--- src/rtc_pkg.sv ---
// Overview of operation
// - Widths: year 12, month 4, day 5, weekday 3, hour 5, min 6, sec 6.
// - No range checks on loaded values; illegal contents count unpredictably.
// - Weekday codes run Sunday 0 through Saturday 6.
// - Weekday only increments at each day rollover, wrapping after Saturday.
// - Year multiple of four, suppression clear: Feb 28 is followed by Feb 29.
// - Leap suppression bit set: Feb 28 is always followed by March 1.
// - Leap condition is sampled only at the Feb 28 and Feb 29 23:59:59 rollovers.
// - Alarm fires only while the global alarm enable is set.
// - Each field has its own match enable; disabled fields always match.
// - Alarm interrupt drives both processor and oscillator wake outputs.
// - Seconds tick divides the reference by programmed divisor plus one.
// - All control crosses between system and counting sides synchronised.
// - A write takes effect two reference periods after the system write.
// - Load pulse copies setup values into counters, even while running.
// - Time-of-day read latches the date word for a consistent following read.
// - Running follows enable after synchronisation, for stop-load-start.
// - Divisor-minus-one field is 16 bits wide, dividing by 1 to 65536.
// - Weekday, hour, minute, second match enables sit in bits 31 to 28.
package rtc_pkg;

  localparam int YEAR_W = 12;
  localparam int MONTH_W = 4;
  localparam int DAY_W = 5;
  localparam int DOTW_W = 3;
  localparam int HOUR_W = 5;
  localparam int MIN_W = 6;
  localparam int SEC_W = 6;
  localparam int DIV_W = 16;

  // Word layouts
  localparam int DATE_YEAR_LSB = 12;
  localparam int DATE_MONTH_LSB = 8;
  localparam int DATE_DAY_LSB = 0;
  localparam int TOD_DOTW_LSB = 24;
  localparam int TOD_HOUR_LSB = 16;
  localparam int TOD_MIN_LSB = 8;
  localparam int TOD_SEC_LSB = 0;
  localparam int ALM_DAY_ENA_BIT = 24;
  localparam int ALM_MONTH_ENA_BIT = 25;
  localparam int ALM_YEAR_ENA_BIT = 26;
  localparam int ALM_SEC_ENA_BIT = 28;
  localparam int ALM_MIN_ENA_BIT = 29;
  localparam int ALM_HOUR_ENA_BIT = 30;
  localparam int ALM_DOTW_ENA_BIT = 31;

  // Calendar limits
  localparam logic [SEC_W-1:0] SEC_MAX = 6'h3b;
  localparam logic [MIN_W-1:0] MIN_MAX = 6'h3b;
  localparam logic [HOUR_W-1:0] HOUR_MAX = 5'h17;
  localparam logic [DOTW_W-1:0] DOTW_SAT = 3'h6;
  localparam logic [MONTH_W-1:0] MONTH_MAX = 4'hc;
  localparam logic [MONTH_W-1:0] MONTH_FEB = 4'h2;
  localparam logic [DAY_W-1:0] DAY_FIRST = 5'h01;
  localparam logic [DAY_W-1:0] DAYS_28 = 5'h1c;
  localparam logic [DAY_W-1:0] DAYS_29 = 5'h1d;
  localparam logic [DAY_W-1:0] DAYS_30 = 5'h1e;
  localparam logic [DAY_W-1:0] DAYS_31 = 5'h1f;
  localparam logic [DIV_W-1:0] DIV_RESET = 16'h0000;

  typedef struct packed {
    logic [YEAR_W-1:0]  year;
    logic [MONTH_W-1:0] month;
    logic [DAY_W-1:0]   day;
  } date_t;

  typedef struct packed {
    logic [DOTW_W-1:0] dotw;
    logic [HOUR_W-1:0] hour;
    logic [MIN_W-1:0]  minute;
    logic [SEC_W-1:0]  second;
  } tod_t;

  typedef struct packed {
    logic             enable;
    logic             leap_suppress;
    logic [DIV_W-1:0] divisor;
  } ctrl_t;

  function automatic date_t unpack_date(input logic [31:0] w);
    date_t d;
    d.year = w[DATE_YEAR_LSB +: YEAR_W];
    d.month = w[DATE_MONTH_LSB +: MONTH_W];
    d.day = w[DATE_DAY_LSB +: DAY_W];
    return d;
  endfunction

  function automatic tod_t unpack_tod(input logic [31:0] w);
    tod_t t;
    t.dotw = w[TOD_DOTW_LSB +: DOTW_W];
    t.hour = w[TOD_HOUR_LSB +: HOUR_W];
    t.minute = w[TOD_MIN_LSB +: MIN_W];
    t.second = w[TOD_SEC_LSB +: SEC_W];
    return t;
  endfunction

  function automatic logic [31:0] pack_date(input date_t d);
    logic [31:0] w;
    w = 32'h0000_0000;
    w[DATE_YEAR_LSB +: YEAR_W] = d.year;
    w[DATE_MONTH_LSB +: MONTH_W] = d.month;
    w[DATE_DAY_LSB +: DAY_W] = d.day;
    return w;
  endfunction

  function automatic logic [31:0] pack_tod(input tod_t t);
    logic [31:0] w;
    w = 32'h0000_0000;
    w[TOD_DOTW_LSB +: DOTW_W] = t.dotw;
    w[TOD_HOUR_LSB +: HOUR_W] = t.hour;
    w[TOD_MIN_LSB +: MIN_W] = t.minute;
    w[TOD_SEC_LSB +: SEC_W] = t.second;
    return w;
  endfunction

endpackage

--- src/calendar_clock_with_alarm.sv ---
`timescale 1ns/1ps
module calendar_clock_with_alarm (
  // Clock and reset
  input  wire logic                      clk,
  input  wire logic                      sys_rst,
  // Counting reference pin
  input  wire logic                      ref_clk_in,
  // Control
  input  wire logic                      clock_enable,
  input  wire logic                      leap_suppress,
  input  wire logic                      load_strobe,
  input  wire logic [rtc_pkg::DIV_W-1:0] second_divisor_minus_one,
  // Setup words
  input  wire logic [31:0]               setup_date_word,
  input  wire logic [31:0]               setup_tod_word,
  // Alarm setup
  input  wire logic                      alarm_global_enable,
  input  wire logic [31:0]               alarm_date_word,
  input  wire logic [31:0]               alarm_tod_word,
  input  wire logic                      irq_enable,
  input  wire logic                      irq_force,
  input  wire logic                      irq_clear,
  // Status
  output logic                           running,
  output logic                           load_busy,
  output logic                           match_active,
  // Time read
  input  wire logic                      tod_read,
  output logic [31:0]                    tod_word,
  output logic [31:0]                    date_word,
  // Alarm interrupt
  output logic                           irq_raw,
  output logic                           alarm_irq_cpu,
  output logic                           alarm_irq_osc
);
  import rtc_pkg::*;

  // Control crossing pipeline
  ctrl_t stage1_reg;
  ctrl_t stage1_next;
  ctrl_t stage2_reg;
  ctrl_t stage2_next;
  logic  load_pend_reg;
  logic  load_pend_next;
  logic  load1_reg;
  logic  load1_next;

  // Counters
  date_t date_reg;
  date_t date_next;
  tod_t  tod_reg;
  tod_t  tod_next;

  // Read side
  logic [31:0] date_latch_reg;
  logic [31:0] date_latch_next;

  // Alarm
  logic match_reg;
  logic match_next;
  logic raw_reg;
  logic raw_next;

  // Events
  logic ref_edge;
  logic sec_tick;
  logic load_now;
  logic advance;
  logic sec_roll;
  logic min_roll;
  logic hour_roll;
  logic day_roll;
  logic month_roll;
  logic leap_now;
  logic [DAY_W-1:0] month_len;

  // Alarm targets
  date_t alarm_date;
  tod_t  alarm_tod;
  logic  year_ena;
  logic  month_ena;
  logic  day_ena;
  logic  dotw_ena;
  logic  hour_ena;
  logic  min_ena;
  logic  sec_ena;
  logic  match_comb;

  function automatic logic [DAY_W-1:0] days_in_month(
    input logic [MONTH_W-1:0] month,
    input logic               leap
  );
    logic [DAY_W-1:0] n;
    case (month)
      MONTH_FEB: n = leap ? DAYS_29 : DAYS_28;
      4'h4, 4'h6, 4'h9, 4'hb: n = DAYS_30;
      default: n = DAYS_31;
    endcase
    return n;
  endfunction

  ref_tick_gen #(
    .DIV_W(DIV_W)
  ) u_tick (
    .clk              (clk),
    .sys_rst          (sys_rst),
    .ref_clk_in       (ref_clk_in),
    .run              (stage2_reg.enable),
    .divisor_minus_one(stage2_reg.divisor),
    .ref_edge         (ref_edge),
    .sec_tick         (sec_tick)
  );

  // Control settles two reference edges after it is written. The divider
  // follows the pipeline too, so a change while running only shifts the
  // current second rather than corrupting the counter.
  always_comb begin
    stage1_next = stage1_reg;
    stage2_next = stage2_reg;
    load1_next = load1_reg;
    load_pend_next = load_pend_reg & ~ref_edge;
    if (load_strobe && !ref_edge) begin
      load_pend_next = 1'b1;
    end
    if (ref_edge) begin
      stage1_next.enable = clock_enable;
      stage1_next.leap_suppress = leap_suppress;
      stage1_next.divisor = second_divisor_minus_one;
      load1_next = load_pend_reg | load_strobe;
      stage2_next = stage1_reg;
    end
  end

  always_ff @(posedge clk) begin
    if (sys_rst) begin
      stage1_reg <= '{enable: 1'b0, leap_suppress: 1'b0, divisor: DIV_RESET};
      stage2_reg <= '{enable: 1'b0, leap_suppress: 1'b0, divisor: DIV_RESET};
      load_pend_reg <= 1'b0;
      load1_reg <= 1'b0;
    end else begin
      stage1_reg <= stage1_next;
      stage2_reg <= stage2_next;
      load_pend_reg <= load_pend_next;
      load1_reg <= load1_next;
    end
  end

  assign running = stage2_reg.enable;
  assign load_busy = load_pend_reg | load1_reg;

  // Calendar cascade
  always_comb begin
    load_now = ref_edge & load1_reg;
    advance = sec_tick & ~load_now;
    // Leap is only consulted here, at the ends of the February 28 and 29 days
    leap_now = (date_reg.year[1:0] == 2'b00) & ~stage2_reg.leap_suppress;
    month_len = days_in_month(date_reg.month, leap_now);
    // Equality limits only: out-of-range values run on until they wrap
    sec_roll = advance & (tod_reg.second == SEC_MAX);
    min_roll = sec_roll & (tod_reg.minute == MIN_MAX);
    hour_roll = min_roll & (tod_reg.hour == HOUR_MAX);
    day_roll = hour_roll;
    month_roll = day_roll & (date_reg.day == month_len);
    date_next = date_reg;
    tod_next = tod_reg;
    if (load_now) begin
      date_next = unpack_date(setup_date_word);
      tod_next = unpack_tod(setup_tod_word);
    end else if (advance) begin
      tod_next.second = sec_roll ? '0 : tod_reg.second + 1'b1;
      if (sec_roll) begin
        tod_next.minute = min_roll ? '0 : tod_reg.minute + 1'b1;
      end
      if (min_roll) begin
        tod_next.hour = hour_roll ? '0 : tod_reg.hour + 1'b1;
      end
      if (day_roll) begin
        // Sunday is 0; the weekday just steps, never from the date
        tod_next.dotw = (tod_reg.dotw == DOTW_SAT) ? '0
                        : tod_reg.dotw + 1'b1;
        date_next.day = month_roll ? DAY_FIRST : date_reg.day + 1'b1;
      end
      if (month_roll) begin
        if (date_reg.month == MONTH_MAX) begin
          date_next.month = 4'h1;
          date_next.year = date_reg.year + 1'b1;
        end else begin
          date_next.month = date_reg.month + 1'b1;
        end
      end
    end
  end

  always_ff @(posedge clk) begin
    if (sys_rst) begin
      date_reg <= '0;
      tod_reg <= '0;
    end else begin
      date_reg <= date_next;
      tod_reg <= tod_next;
    end
  end

  // Reading the time-of-day word freezes the date that goes with it
  always_comb begin
    date_latch_next = date_latch_reg;
    if (tod_read) begin
      date_latch_next = pack_date(date_reg);
    end
  end

  always_ff @(posedge clk) begin
    if (sys_rst) begin
      date_latch_reg <= 32'h0000_0000;
    end else begin
      date_latch_reg <= date_latch_next;
    end
  end

  assign tod_word = pack_tod(tod_reg);
  assign date_word = date_latch_reg;

  // Alarm compare
  always_comb begin
    alarm_date = unpack_date(alarm_date_word);
    alarm_tod = unpack_tod(alarm_tod_word);
    year_ena = alarm_date_word[ALM_YEAR_ENA_BIT];
    month_ena = alarm_date_word[ALM_MONTH_ENA_BIT];
    day_ena = alarm_date_word[ALM_DAY_ENA_BIT];
    dotw_ena = alarm_tod_word[ALM_DOTW_ENA_BIT];
    hour_ena = alarm_tod_word[ALM_HOUR_ENA_BIT];
    min_ena = alarm_tod_word[ALM_MIN_ENA_BIT];
    sec_ena = alarm_tod_word[ALM_SEC_ENA_BIT];
    match_comb = alarm_global_enable
      & (!year_ena  | (date_reg.year == alarm_date.year))
      & (!month_ena | (date_reg.month == alarm_date.month))
      & (!day_ena   | (date_reg.day == alarm_date.day))
      & (!dotw_ena  | (tod_reg.dotw == alarm_tod.dotw))
      & (!hour_ena  | (tod_reg.hour == alarm_tod.hour))
      & (!min_ena   | (tod_reg.minute == alarm_tod.minute))
      & (!sec_ena   | (tod_reg.second == alarm_tod.second));
    match_next = match_comb;
    // Only the start of a match sets the flag, so a clear sticks for the
    // rest of a matching second; a new match in the clear cycle still wins
    raw_next = (raw_reg & ~irq_clear) | (match_comb & ~match_reg);
  end

  always_ff @(posedge clk) begin
    if (sys_rst) begin
      match_reg <= 1'b0;
      raw_reg <= 1'b0;
    end else begin
      match_reg <= match_next;
      raw_reg <= raw_next;
    end
  end

  assign match_active = match_reg;
  assign irq_raw = raw_reg;
  assign alarm_irq_cpu = (raw_reg & irq_enable) | irq_force;
  assign alarm_irq_osc = (raw_reg & irq_enable) | irq_force;

  a_load_copies: assert property (@(posedge clk) disable iff (sys_rst)
    ref_edge && load1_reg |=> date_reg == unpack_date($past(setup_date_word))
      && tod_reg == unpack_tod($past(setup_tod_word)))
    else $error("load did not copy setup");
  a_sec_step: assert property (@(posedge clk) disable iff (sys_rst)
    advance && tod_reg.second < SEC_MAX
      |=> tod_reg.second == $past(tod_reg.second) + 6'h01)
    else $error("second did not step");
  a_min_carry: assert property (@(posedge clk) disable iff (sys_rst)
    sec_roll && tod_reg.minute < MIN_MAX
      |=> tod_reg.second == '0
        && tod_reg.minute == $past(tod_reg.minute) + 6'h01)
    else $error("minute carry wrong");
  a_dotw_wrap: assert property (@(posedge clk) disable iff (sys_rst)
    day_roll && tod_reg.dotw == DOTW_SAT |=> tod_reg.dotw == 3'h0)
    else $error("weekday did not wrap");
  a_leap_day: assert property (@(posedge clk) disable iff (sys_rst)
    day_roll && date_reg.month == MONTH_FEB && date_reg.day == DAYS_28
      && date_reg.year[1:0] == 2'b00 && !stage2_reg.leap_suppress
      |=> date_reg.day == DAYS_29 && date_reg.month == MONTH_FEB)
    else $error("leap day skipped");
  a_leap_suppress: assert property (@(posedge clk) disable iff (sys_rst)
    day_roll && date_reg.month == MONTH_FEB && date_reg.day == DAYS_28
      && stage2_reg.leap_suppress
      |=> date_reg.day == DAY_FIRST && date_reg.month == 4'h3)
    else $error("leap not suppressed");
  a_run_on_edge: assert property (@(posedge clk) disable iff (sys_rst)
    running != $past(running) |-> $past(ref_edge)
      && $past(stage1_reg.enable) == running)
    else $error("running changed off edge");
  a_read_latch: assert property (@(posedge clk) disable iff (sys_rst)
    tod_read |=> date_word == pack_date($past(date_reg)))
    else $error("date not latched");
  a_global_gate: assert property (@(posedge clk) disable iff (sys_rst)
    $rose(irq_raw) |-> $past(alarm_global_enable))
    else $error("alarm without global enable");
  a_set_wins: assert property (@(posedge clk) disable iff (sys_rst)
    irq_clear && match_comb && !match_reg |=> irq_raw)
    else $error("clear beat new match");
  a_irq_routes: assert property (@(posedge clk) disable iff (sys_rst)
    irq_raw && irq_enable |-> alarm_irq_cpu && alarm_irq_osc)
    else $error("alarm not routed");

endmodule

--- src/ref_tick_gen.sv ---
`timescale 1ns/1ps
module ref_tick_gen #(
  parameter int DIV_W = rtc_pkg::DIV_W
) (
  // Clock and reset
  input  wire logic             clk,
  input  wire logic             sys_rst,
  // Reference pin
  input  wire logic             ref_clk_in,
  // Divider control
  input  wire logic             run,
  input  wire logic [DIV_W-1:0] divisor_minus_one,
  // Events
  output logic                  ref_edge,
  output logic                  sec_tick
);
  import rtc_pkg::*;

  logic [2:0]       sync_reg;
  logic [2:0]       sync_next;
  logic             level_reg;
  logic             level_next;
  logic [DIV_W-1:0] count_reg;
  logic [DIV_W-1:0] count_next;
  logic             stable;

  // A change counts only once the second and third stages agree
  always_comb begin
    sync_next = {sync_reg[1:0], ref_clk_in};
    stable = (sync_reg[1] == sync_reg[2]);
    level_next = stable ? sync_reg[2] : level_reg;
    ref_edge = stable & sync_reg[2] & ~level_reg;
    sec_tick = run & ref_edge & (count_reg == divisor_minus_one);
    count_next = count_reg;
    if (!run) begin
      count_next = '0;
    end else if (ref_edge) begin
      // Full 16-bit compare, so divisors 1 to 65536 all work
      if (count_reg == divisor_minus_one) begin
        count_next = '0;
      end else begin
        count_next = count_reg + 1'b1;
      end
    end
  end

  always_ff @(posedge clk) begin
    if (sys_rst) begin
      sync_reg <= 3'h0;
      level_reg <= 1'b0;
      count_reg <= '0;
    end else begin
      sync_reg <= sync_next;
      level_reg <= level_next;
      count_reg <= count_next;
    end
  end

  // A stopped divider must restart from zero, so the first second is whole
  a_stop_clears: assert property (@(posedge clk) disable iff (sys_rst)
    !run |=> count_reg == '0) else $error("divider not cleared");
  a_div_restart: assert property (@(posedge clk) disable iff (sys_rst)
    sec_tick |=> count_reg == '0) else $error("divider not restarted");
  a_edge_spacing: assert property (@(posedge clk) disable iff (sys_rst)
    ref_edge |=> !ref_edge [*2]) else $error("edges too close");

endmodule

--- config.mk ---
export PLATFORM = sky130hd
export DESIGN_NAME = calendar_clock_with_alarm
export DESIGN_NICKNAME = d
export VERILOG_FILES = /design/src/rtc_pkg.sv /design/src/calendar_clock_with_alarm.sv /design/src/ref_tick_gen.sv
export SDC_FILE = /design/constraint.sdc
export NUM_CORES = 1
export LEC_CHECK = 0
export BUFFER_PORTS_ARGS = -buffer_cell sky130_fd_sc_hd__buf_2
export CORE_MARGIN = 2
export CORE_UTILIZATION = 51
export DETAILED_ROUTE_END_ITERATION = 10
export PLACE_DENSITY = 0.9
export SYNTH_ARGS = -nofsm -noshare
export SYNTH_HDL_FRONTEND = slang
export SYNTH_HIERARCHICAL = 1
export SYNTH_SLANG_ARGS = --single-unit
export TNS_END_PERCENT = 1
--- constraint.sdc ---
create_clock -name clk -period 3.6 [get_ports clk]
set_clock_uncertainty 0.15 [all_clocks]
set_input_delay 0.18 -clock clk [delete_from_list [all_inputs] [get_ports clk]]
set_output_delay 0.18 -clock clk [all_outputs]
set_load 0.005 [all_outputs]
==> summary.txt, run 1 <==
sequential cell area: 0.00244 sq mm
DR pass1 iterations: 7
Area Overhead vs Synth: 31.6%
Most common cell on crit path: nor4_2
Synth top area share: 38.0%
DR iter-0 viols: 879
final-report setup violation count: 0
flops & latches, synth: 122
gpl congestion: 0.864
number of global-route vias before repair: 6051
vias: 6499
Clock Latency Late Sink: 420 ps
Core ar.: 0.0125 sq mm
Peak Freq: 291 MHz
initial antenna violation count: 0
PnR Total Power: 0.00343 W
crit end category: flip-flop
Filler cells: 845
first-pass GRT wire length: 31100 um
row count: 41
layout cell share with drive strength beyond 1: 23.3%
Post-synth top flop: dfxtp_1
library cells used by synthesis: 62
yosys synthesis warning count: 6
unrepaired setup endpoints after global routing: false
PortBufs: 162
Sink Count: 122
drt wl/cell: 18.1 um
Placed Area: 0.00721 sq mm
CTS tree: built
Die Span X: 116 um
PwrDens: 405 mW/mm^2
# Max-Cap Violations: 0
sequential cell area fraction in the yosys report: 38.0%
CTS buffer count: 17
Worst path slowest cell: or4_1
syn_area_per_cell: 8.71 sq um
final worst path period need: 3430 ps
Async S/R FF share, synth: 0%
critical path class: flip-flop to flip-flop
Tot GR Track Use: 30.3%
slew at the pin with the worst max-slew slack: 959 ps
Post-synth EDFFs: 0
Diodes inserted: 0
Final #Nets: 1103
Final HPWL DP: 11300 um
area leader, netlist: dfxtp_1
Via density: 5.80
worst-path fanout max: 19
CTS max path bufs: 2
Multi-input gate area: 0.00364 sq mm
placed cell count: 1028
Synth Cell Area: 0.00643 sq mm
Hold Path Class: input pin to flip-flop
CP arrival: 3600 ps
Gate Count Post-Synth: 738
Initial Util: 51.6%
non-filler cells, final: 1121
clock transition at the registers of the reported paths: 60 ps
final hold vios: 0
static leakage: 3.60 nW
final instance area: 0.00846 sq mm
critical path required time: 3770 ps
final WL: 20200 um
status: completed
CTS Root Cell: clkbuf_16
largest cells by area after synthesis: dfxtp_1, mux2i_1, nor2_1
Antenna Nets Post-Route: 0
die height: 116 um
worst-path cell chain: xor2_1 -> nor4_2 -> nand2_1 -> nor4_2 -> and2_1 -> and3_1 -> nand4_2 -> nor2_2 -> o211ai_4 -> or4_1 -> a31oi_1
H-tree Lvls: 4
top-count cell post-synth: dfxtp_1
Die ar.: 0.0135 sq mm
setup TNS: 0 ps
crit-path max cell delay: 570 ps
DR DRC count: 0
total grt overflow: 0
maximum VDD drop: 0.384 mV
Final period util: 95.3%
Slew headroom: 36.0%
Setup crit start kind: flip-flop
Final Max Slew Viols: 0
most instantiated cells after synthesis: dfxtp_1, nor2_1, mux2i_1
Hold Slack: 53.9 ps
largest net degree at the start of global routing: 88
I/O pins: 225
[placed cells by master, fill, tap and decap left out, types with 8 or more instances in the layout]
master,n
conb_1,23
inv_1,11
dlygate4sd3_1,61
nor2_1,107
dfxtp_1,121
clkbuf_16,17
xnor2_1,35
a21oi_1,15
ha_1,12
xor2_1,41
buf_4,8
a211oi_1,10
nor3_1,23
o21ai_0,29
o31ai_1,9
mux2i_1,65
nand3_1,29
nand2_1,35
a31oi_1,14
and3_1,9
buf_2,162
nand4_1,13
[critical path: cells and delay by family (launching register included)]
kind                      cells  cell delay, ps
and+or+nand+nor               8            2160
AOI/OAI and AO/OA             2             490
DFF                           1             340
xor gates and xnor gates      1             180
[per-layer routing]
metal / track usage, % / up-vias / wire (um)
li1: - / 2954 / -
met1: 33.9 / 2989 / 7380
met2: 50.3 / 459 / 9910
met3: 12.6 / 97 / 2090
met4: 14.5 / 0 / 873
met5: 0 / - / 0
[kinds of logic (layout without fill, tap and decap cells)]
group                      after synthesis  in the layout  synth area share (%)
DFF                                    122            122                  38.0
adders and majority gates               12             12                  2.34
other                                    1             23                0.0583
buffers and inverters                   85            274                  6.91
muxes                                   66             66                  10.3
AOI/OAI and AO/OA                      109            109                  11.7
and+or+nand+nor                        267            267                  20.4
xor gates and xnor gates                76             76                  10.4
[through the flow]
stage / util, % / worst slack [ps]
2_1_floorplan: - / 476
3_3_place_gp: 57.8 / 345
3_5_place_dp: 57.8 / 257
4_1_cts: 67.8 / 180
5_1_grt: 67.9 / 6.19
6_report: 67.9 / 168
[cell type report]
| cell class | instances | area share, % |
|---|---|---|
| inverters | 11 | 0.488 |
| clock buffers | 19 | 5.35 |
| well taps | 172 | 2.54 |
| clock inverters | 13 | 2.14 |
| repair buffers | 231 | 17.5 |
| multi-input cells | 553 | 43.1 |
| flip-flops and latches | 122 | 28.9 |
[final timing paths]
check	startpoint	end	slack [ps]	depth (start not counted)
worst max register to register	u_tick/count_reg[11]$_SDFFE_PP0P_	date_reg[14]$_SDFFE_PP0P_	170	11
worst min-delay path	setup_date_word[11]	date_reg[8]$_SDFFE_PP0P_	50	3
worst max-delay path	u_tick/count_reg[11]$_SDFFE_PP0P_	date_reg[14]$_SDFFE_PP0P_	170	11
worst min register to register	u_tick/sync_reg[0]$_SDFF_PP0_	u_tick/sync_reg[1]$_SDFF_PP0_	280	1
[power by group]
group / switching [W] / internal (W) / total [W] / leakage [nW]
clock: 0.000675 / 0.00115 / 0.00182 / 0.309
combinational: 0.000107 / 0.000126 / 0.000233 / 2.30
sequential: 0.0000127 / 0.00136 / 0.00137 / 0.985
[repair_timing]
action | CTS | global route
setup endpoints to repair | 0 | 8
buffers inserted | 0 | 0
hold buffers | 61 | 0
resized for setup | 0 | 3
endpoints found under the hold margin | 61 | 0
Power figures use the tool's default switching activity.
==> inputs of run 2 (changes only) <==
ABC_AREA = 1   (was default)
SYNTH_HIERARCHICAL = default   (was 1)
==> run 2 against run 1 <==
Sequential share of layout area down 0.97 points. First-iteration DRC count down 50%. Global-route usage down 3.1 points. Total power down 2.8%. Register-to-register slack better by 710 ps. Worst setup slack better by 710 ps. Core utilization down 1.3 points. Non-clock buffer count down 7. Synthesized cell count up 34%. Via count up 11%. Flip-flop and latch count unchanged.
==> summary.txt, run 2 <==
DR pass1 iterations: 6
placed cell count: 1290
worst-path cell chain: ha_1 -> nand2_2 -> inv_2 -> nand2_4 -> inv_2 -> nor3_2 -> nand4_2 -> nand2_2 -> nand2_1 -> o21ai_0 -> a21oi_1
clock network fraction of design power: 51.4%
DR iter-0 viols: 443
# hold bufs at CTS: 58
row count: 42
CTS max path bufs: 2
Clock Latency Late Sink: 430 ps
Async S/R FF share, synth: 0%
clock transition at the registers of the reported paths: 60 ps
switch share: 22.4%
largest cells by area after synthesis: dfxtp_1, nand2_1, nor2_1
Antenna Nets Post-Route: 0
Comb power frac: 7.2%
PortBufs: 162
setup TNS: 0 ps
CTS tree: built
final WL: 19400 um
Filler cells: 1077
cell internal pwr: 0.00258 W
# Max-Cap Violations: 0
largest net degree at the start of global routing: 59
initial antenna violation count: 2
Gate Count Post-Synth: 991
Net Switching: 0.000748 W
Final #Nets: 1358
non-filler cells, final: 1383
crit-path max cell delay: 340 ps
DR DRC count: 0
final worst path period need: 2720 ps
flops & latches, synth: 122
final instance area: 0.00875 sq mm
yosys synthesis warning count: 0
Final HPWL DP: 12800 um
CTS buffer count: 17
maximum VDD drop: 0.331 mV
commonest non-fill, non-tap cell in the layout: nand2_1
commonest non-fill, non-tap cells in the layout: nand2_1, buf_2, nor2_1, dfxtp_1, o21ai_0
worst-path fanout max: 27
drt wl/cell: 14.0 um
Final period util: 75.5%
Core ar.: 0.0131 sq mm
status: completed
most instantiated cells after synthesis: nand2_1, nor2_1, dfxtp_1
CTS Root Cell: clkbuf_16
Slew headroom: 58.5%
Seq pwr share: 41.3%
Hold Path Class: input pin to flip-flop
slew at the pin with the worst max-slew slack: 621 ps
top-count cell post-synth: nand2_1
final hold vios: 0
Placed Area: 0.00756 sq mm
Initial Util: 51.8%
gpl congestion: 0.899
number of global-route vias before repair: 6809
Core Util, Final: 66.6%
syn_area_per_cell: 6.86 sq um
PostCTS Resize Cnt: 0
Tot GR Track Use: 27.2%
layout cell share with drive strength beyond 1: 19.6%
Die ar.: 0.0143 sq mm
Worst path slowest cell: nand2_1
sequential cell area fraction in the yosys report: 35.9%
PwrDens: 381 mW/mm^2
I/O pins: 225
area leader, netlist: dfxtp_1
Setup crit start kind: flip-flop
Area Overhead vs Synth: 28.7%
Die Span X: 119 um
Via density: 5.20
unrepaired setup endpoints after global routing: false
Sink Count: 122
crit end category: flip-flop
Post-CTS Setup Bufs: 0
final-report setup violation count: 0
CP arrival: 2870 ps
H-tree Lvls: 4
Post-synth top flop: dfxtp_1
library cells used by synthesis: 49
first-pass GRT wire length: 31400 um
critical path required time: 3750 ps
Synth top area share: 35.9%
die height: 119 um
static leakage: 4.02 nW
total grt overflow: 0
Final Max Slew Viols: 0
critical path class: flip-flop to flip-flop
Synth Cell Area: 0.00680 sq mm
Peak Freq: 368 MHz
Post-synth EDFFs: 0
vias: 7195
## run 2: cell count changes after synthesis, moves of 9 or more
cell and change:
mux2i_1 -65, xor2_1 -9, inv_1 +80, nand3_1 +10, a21oi_1 +52, nor2_1 +30
a31oi_1 -9, nand2_1 +165, inv_2 +14, o21ai_0 +66, xnor2_1 -14
## run 2: kinds of logic after synthesis
| logic type | after synthesis | synth area share [%] |
|---|---|---|
| AOI/OAI and AO/OA | 188 | 14.8 |
| xor gates and xnor gates | 53 | 6.83 |
| adders and majority gates | 12 | 2.21 |
| buffers and inverters | 170 | 11.4 |
| DFF | 122 | 35.9 |
| other | 1 | 0.0552 |
| and+or+nand+nor | 445 | 28.8 |
## run 2: final timing paths
kind / from / to / slack [ps] / depth (start not counted)
min reg2reg: u_tick.sync_reg[0]$_SDFF_PP0_ / u_tick.sync_reg[1]$_SDFF_PP0_ / 260 / 2
min: sys_rst / tod_word[12]$_SDFFE_PP0P_ / 6 / 2
max reg2reg: u_tick.sync_reg[1]$_SDFF_PP0_ / tod_word[25]$_SDFFE_PP0P_ / 880 / 11
max: u_tick.sync_reg[1]$_SDFF_PP0_ / tod_word[25]$_SDFFE_PP0P_ / 880 / 11
## run 2: final cells by class
cell class / count / area (sq um) / share of cell area (%)
multi-input cells: 721 / 3660 / 41.9
flip-flops and latches: 122 / 2440 / 27.9
repair buffers: 224 / 1420 / 16.2
clock buffers: 21 / 480 / 5.49
inverters: 105 / 394 / 4.50
well taps: 176 / 220 / 2.52
clock inverters: 11 / 119 / 1.36
diodes: 3 / 7.51 / 0.0858
## run 2: through the flow
stage               total power [W]  setup slack (ps)  hold WS, ps
CTS                         0.00334               888         4.53
global route                0.00343               638         18.1
floorplan                   0.00151              1560         99.1
detailed placement          0.00159               898          246
finish                      0.00333               882         6.36
global placement            0.00159               988          239
## run 2: power groups by stage
stage / Sequential, W / Clock, W / Combinational, W
global route: 0.00138 / 0.00178 / 0.000264
detailed placement: 0.00141 / 0 / 0.000185
CTS: 0.00138 / 0.00173 / 0.000235
finish: 0.00138 / 0.00171 / 0.000241
global placement: 0.00140 / 0 / 0.000182
floorplan: 0.00141 / 0 / 0.000105
## run 2: critical path, delay by kind of cell, from the launching register on
kind,cells,cell delay (ps)
adder cells (fa/ha/maj),1,200
flip-flops,1,310
AND/OR/NAND/NOR,6,1350
buffers and inverters,2,250
AO/OA/AOI/OAI,2,320
## run 2: per-layer routing
metal	track usage (%)	routed length [um]	vias up
li1	-	-	3555
met1	31.0	7710	3256
met2	46.9	9540	322
met3	6.66	1380	62
met4	14.6	787	0
met5	0	0	-
==> inputs of run 3 (changes only) <==
clock period = 2.75 ns   (was 3.6 ns; I/O delays follow)
==> run 3 against run 2 <==
Flip-flop and latch count unchanged. Global-route usage increased by 0.45 points. Total power increased by 26%. Register-to-register slack got worse by 640 ps. Critical path depth decreased by 3. Worst setup slack got worse by 640 ps. Sequential power increased by 30%. Via count increased by 1.7%. First-iteration DRC count increased by 12%. Cell count increased by 0.65%. Sequential share of layout area decreased by 0.20 points. Clock-buffer cell count increased by 4.
==> summary.txt, run 3 (synthesis results as in run 2) <==
status: completed
final worst path period need: 2510 ps
static leakage: 4.07 nW
Core ar.: 0.0131 sq mm
unrepaired setup endpoints after global routing: false
commonest non-fill, non-tap cell in the layout: nand2_1
Setup crit start kind: flip-flop
vias: 7317
final WL: 19700 um
R2R Setup Slk: 240 ps
placed cell count: 1296
Area Overhead vs Synth: 29.6%
total grt overflow: 0
non-filler cells, final: 1392
Net Switching: 0.000900 W
routed length on met2: 10000 um
Final period util: 91.2%
Seq pwr share: 43.1%
die height: 119 um
# Max-Cap Violations: 0
Die ar.: 0.0143 sq mm
Initial Util: 51.8%
CTS Root Cell: clkbuf_16
initial antenna violation count: 4
Antenna Nets Post-Route: 0
gpl congestion: 0.928
Via density: 5.26
row count: 42
worst-path fanout max: 4
PostCTS Resize Cnt: 0
clock network fraction of design power: 49.0%
DR pass1 iterations: 5
final hold vios: 0
drt wl/cell: 14.1 um
cell internal pwr: 0.00328 W
CTS max path bufs: 2
number of global-route vias before repair: 6942
DR DRC count: 0
Hold Slack: 25.8 ps
Comb power frac: 7.9%
Final Max Slew Viols: 0
commonest non-fill, non-tap cells in the layout: nand2_1, buf_2, nor2_1, dfxtp_1, o21ai_0
Slew headroom: 57.5%
crit end category: flip-flop
PnR Total Power: 0.00418 W
first-pass GRT wire length: 31900 um
largest net degree at the start of global routing: 93
Clock Latency Late Sink: 420 ps
layout cell share with drive strength beyond 1: 19.3%
CP arrival: 2710 ps
slew at the pin with the worst max-slew slack: 637 ps
metal1 wirelength: 7560 um
Die Span X: 119 um
pre-CTS setup slack: 368 ps
maximum VDD drop: 0.458 mV
Final WS setup: 241 ps
Hold Path Class: input pin to flip-flop
Tot GR Track Use: 27.7%
Sink Count: 122
CTS buffer count: 17
I/O pins: 225
Final HPWL DP: 13000 um
met3 wire len: 1340 um
Top Layer Used: met4
critical path required time: 2960 ps
DR iter-0 viols: 494
PortBufs: 162
setup TNS: 0 ps
clock transition at the registers of the reported paths: 50 ps
final-report setup violation count: 0
PwrDens: 475 mW/mm^2
CTS tree: built
H-tree Lvls: 4
Final #Nets: 1371
critical path class: flip-flop to flip-flop
Filler cells: 1045
switch share: 21.5%
Peak Freq: 399 MHz
[run 3: changes by cell type in the layout (fill, tap and decap cells not counted)]
cell | before | now
buf_12 | 0 | 1
buf_4 | 4 | 9
bufinv_16 | 2 | 1
clkbuf_1 | 0 | 4
clkinv_2 | 4 | 2
clkinv_4 | 1 | 0
clkinvlp_4 | 4 | 0
dlygate4sd3_1 | 58 | 65
[run 3: area by class of cell]
| class | instances | area, sq um | share of cell area [%] |
|---|---|---|---|
| Antenna cell | 3 | 7.51 | 0.0852 |
| Clock buffer | 25 | 495 | 5.62 |
| Clock inverter | 3 | 40.0 | 0.454 |
| Inverter | 105 | 394 | 4.47 |
| Multi-Input combinational cell | 721 | 3660 | 41.6 |
| Sequential cell | 122 | 2440 | 27.7 |
| Tap cell | 176 | 220 | 2.50 |
| Timing Repair Buffer | 237 | 1550 | 17.6 |
[run 3: per-stage QoR]
step,cell area [sq um],utilization (%)
floorplan,6880,-
global placement,7620,58.0
detailed placement,7620,58.0
CTS,8810,67.0
global route,8810,67.1
finish,8810,67.1
[run 3: final timing paths]
kind / startpoint / end / depth (start not counted)
min: setup_date_word[11] / date_reg[8]$_SDFFE_PP0P_ / 5
min reg2reg: u_tick.sync_reg[0]$_SDFF_PP0_ / u_tick.sync_reg[1]$_SDFF_PP0_ / 2
max reg2reg: tod_word[25]$_SDFFE_PP0P_ / irq_raw$_SDFF_PP0_ / 8
max: tod_word[25]$_SDFFE_PP0P_ / irq_raw$_SDFF_PP0_ / 8
[run 3: critical path: stages, from the launching register on]
cell	delay, ps
dfxtp_1	360
inv_1	90
nand2_1	60
o21ai_0	80
o31a_1	340
a211oi_1	480
nand3_1	130
o21ai_0	180
dlygate4sd3_1	590
[run 3: power groups by stage]
stage                     Sequential [W]  Clock [W]  Combinational (W)
after floorplan                  0.00184          0           0.000138
after global placement           0.00184          0           0.000243
after detailed placement         0.00184          0           0.000247
after CTS                        0.00180    0.00207           0.000319
after global routing             0.00180    0.00215           0.000359
final                            0.00180    0.00205           0.000328
[run 3: per-layer routing]
metal / track usage (%) / vias to the layer above
li1: - / 3574
met1: 30.9 / 3378
met2: 49.5 / 302
met3: 6.99 / 63
met4: 12.2 / 0
met5: 0 / -
[run 3: what timing repair did]
| item | in CTS | in global routing |
|---|---|---|
| hold buffers | 65 | 0 |
| endpoints found under the hold margin | 64 | 0 |
| buffers inserted | 0 | 0 |
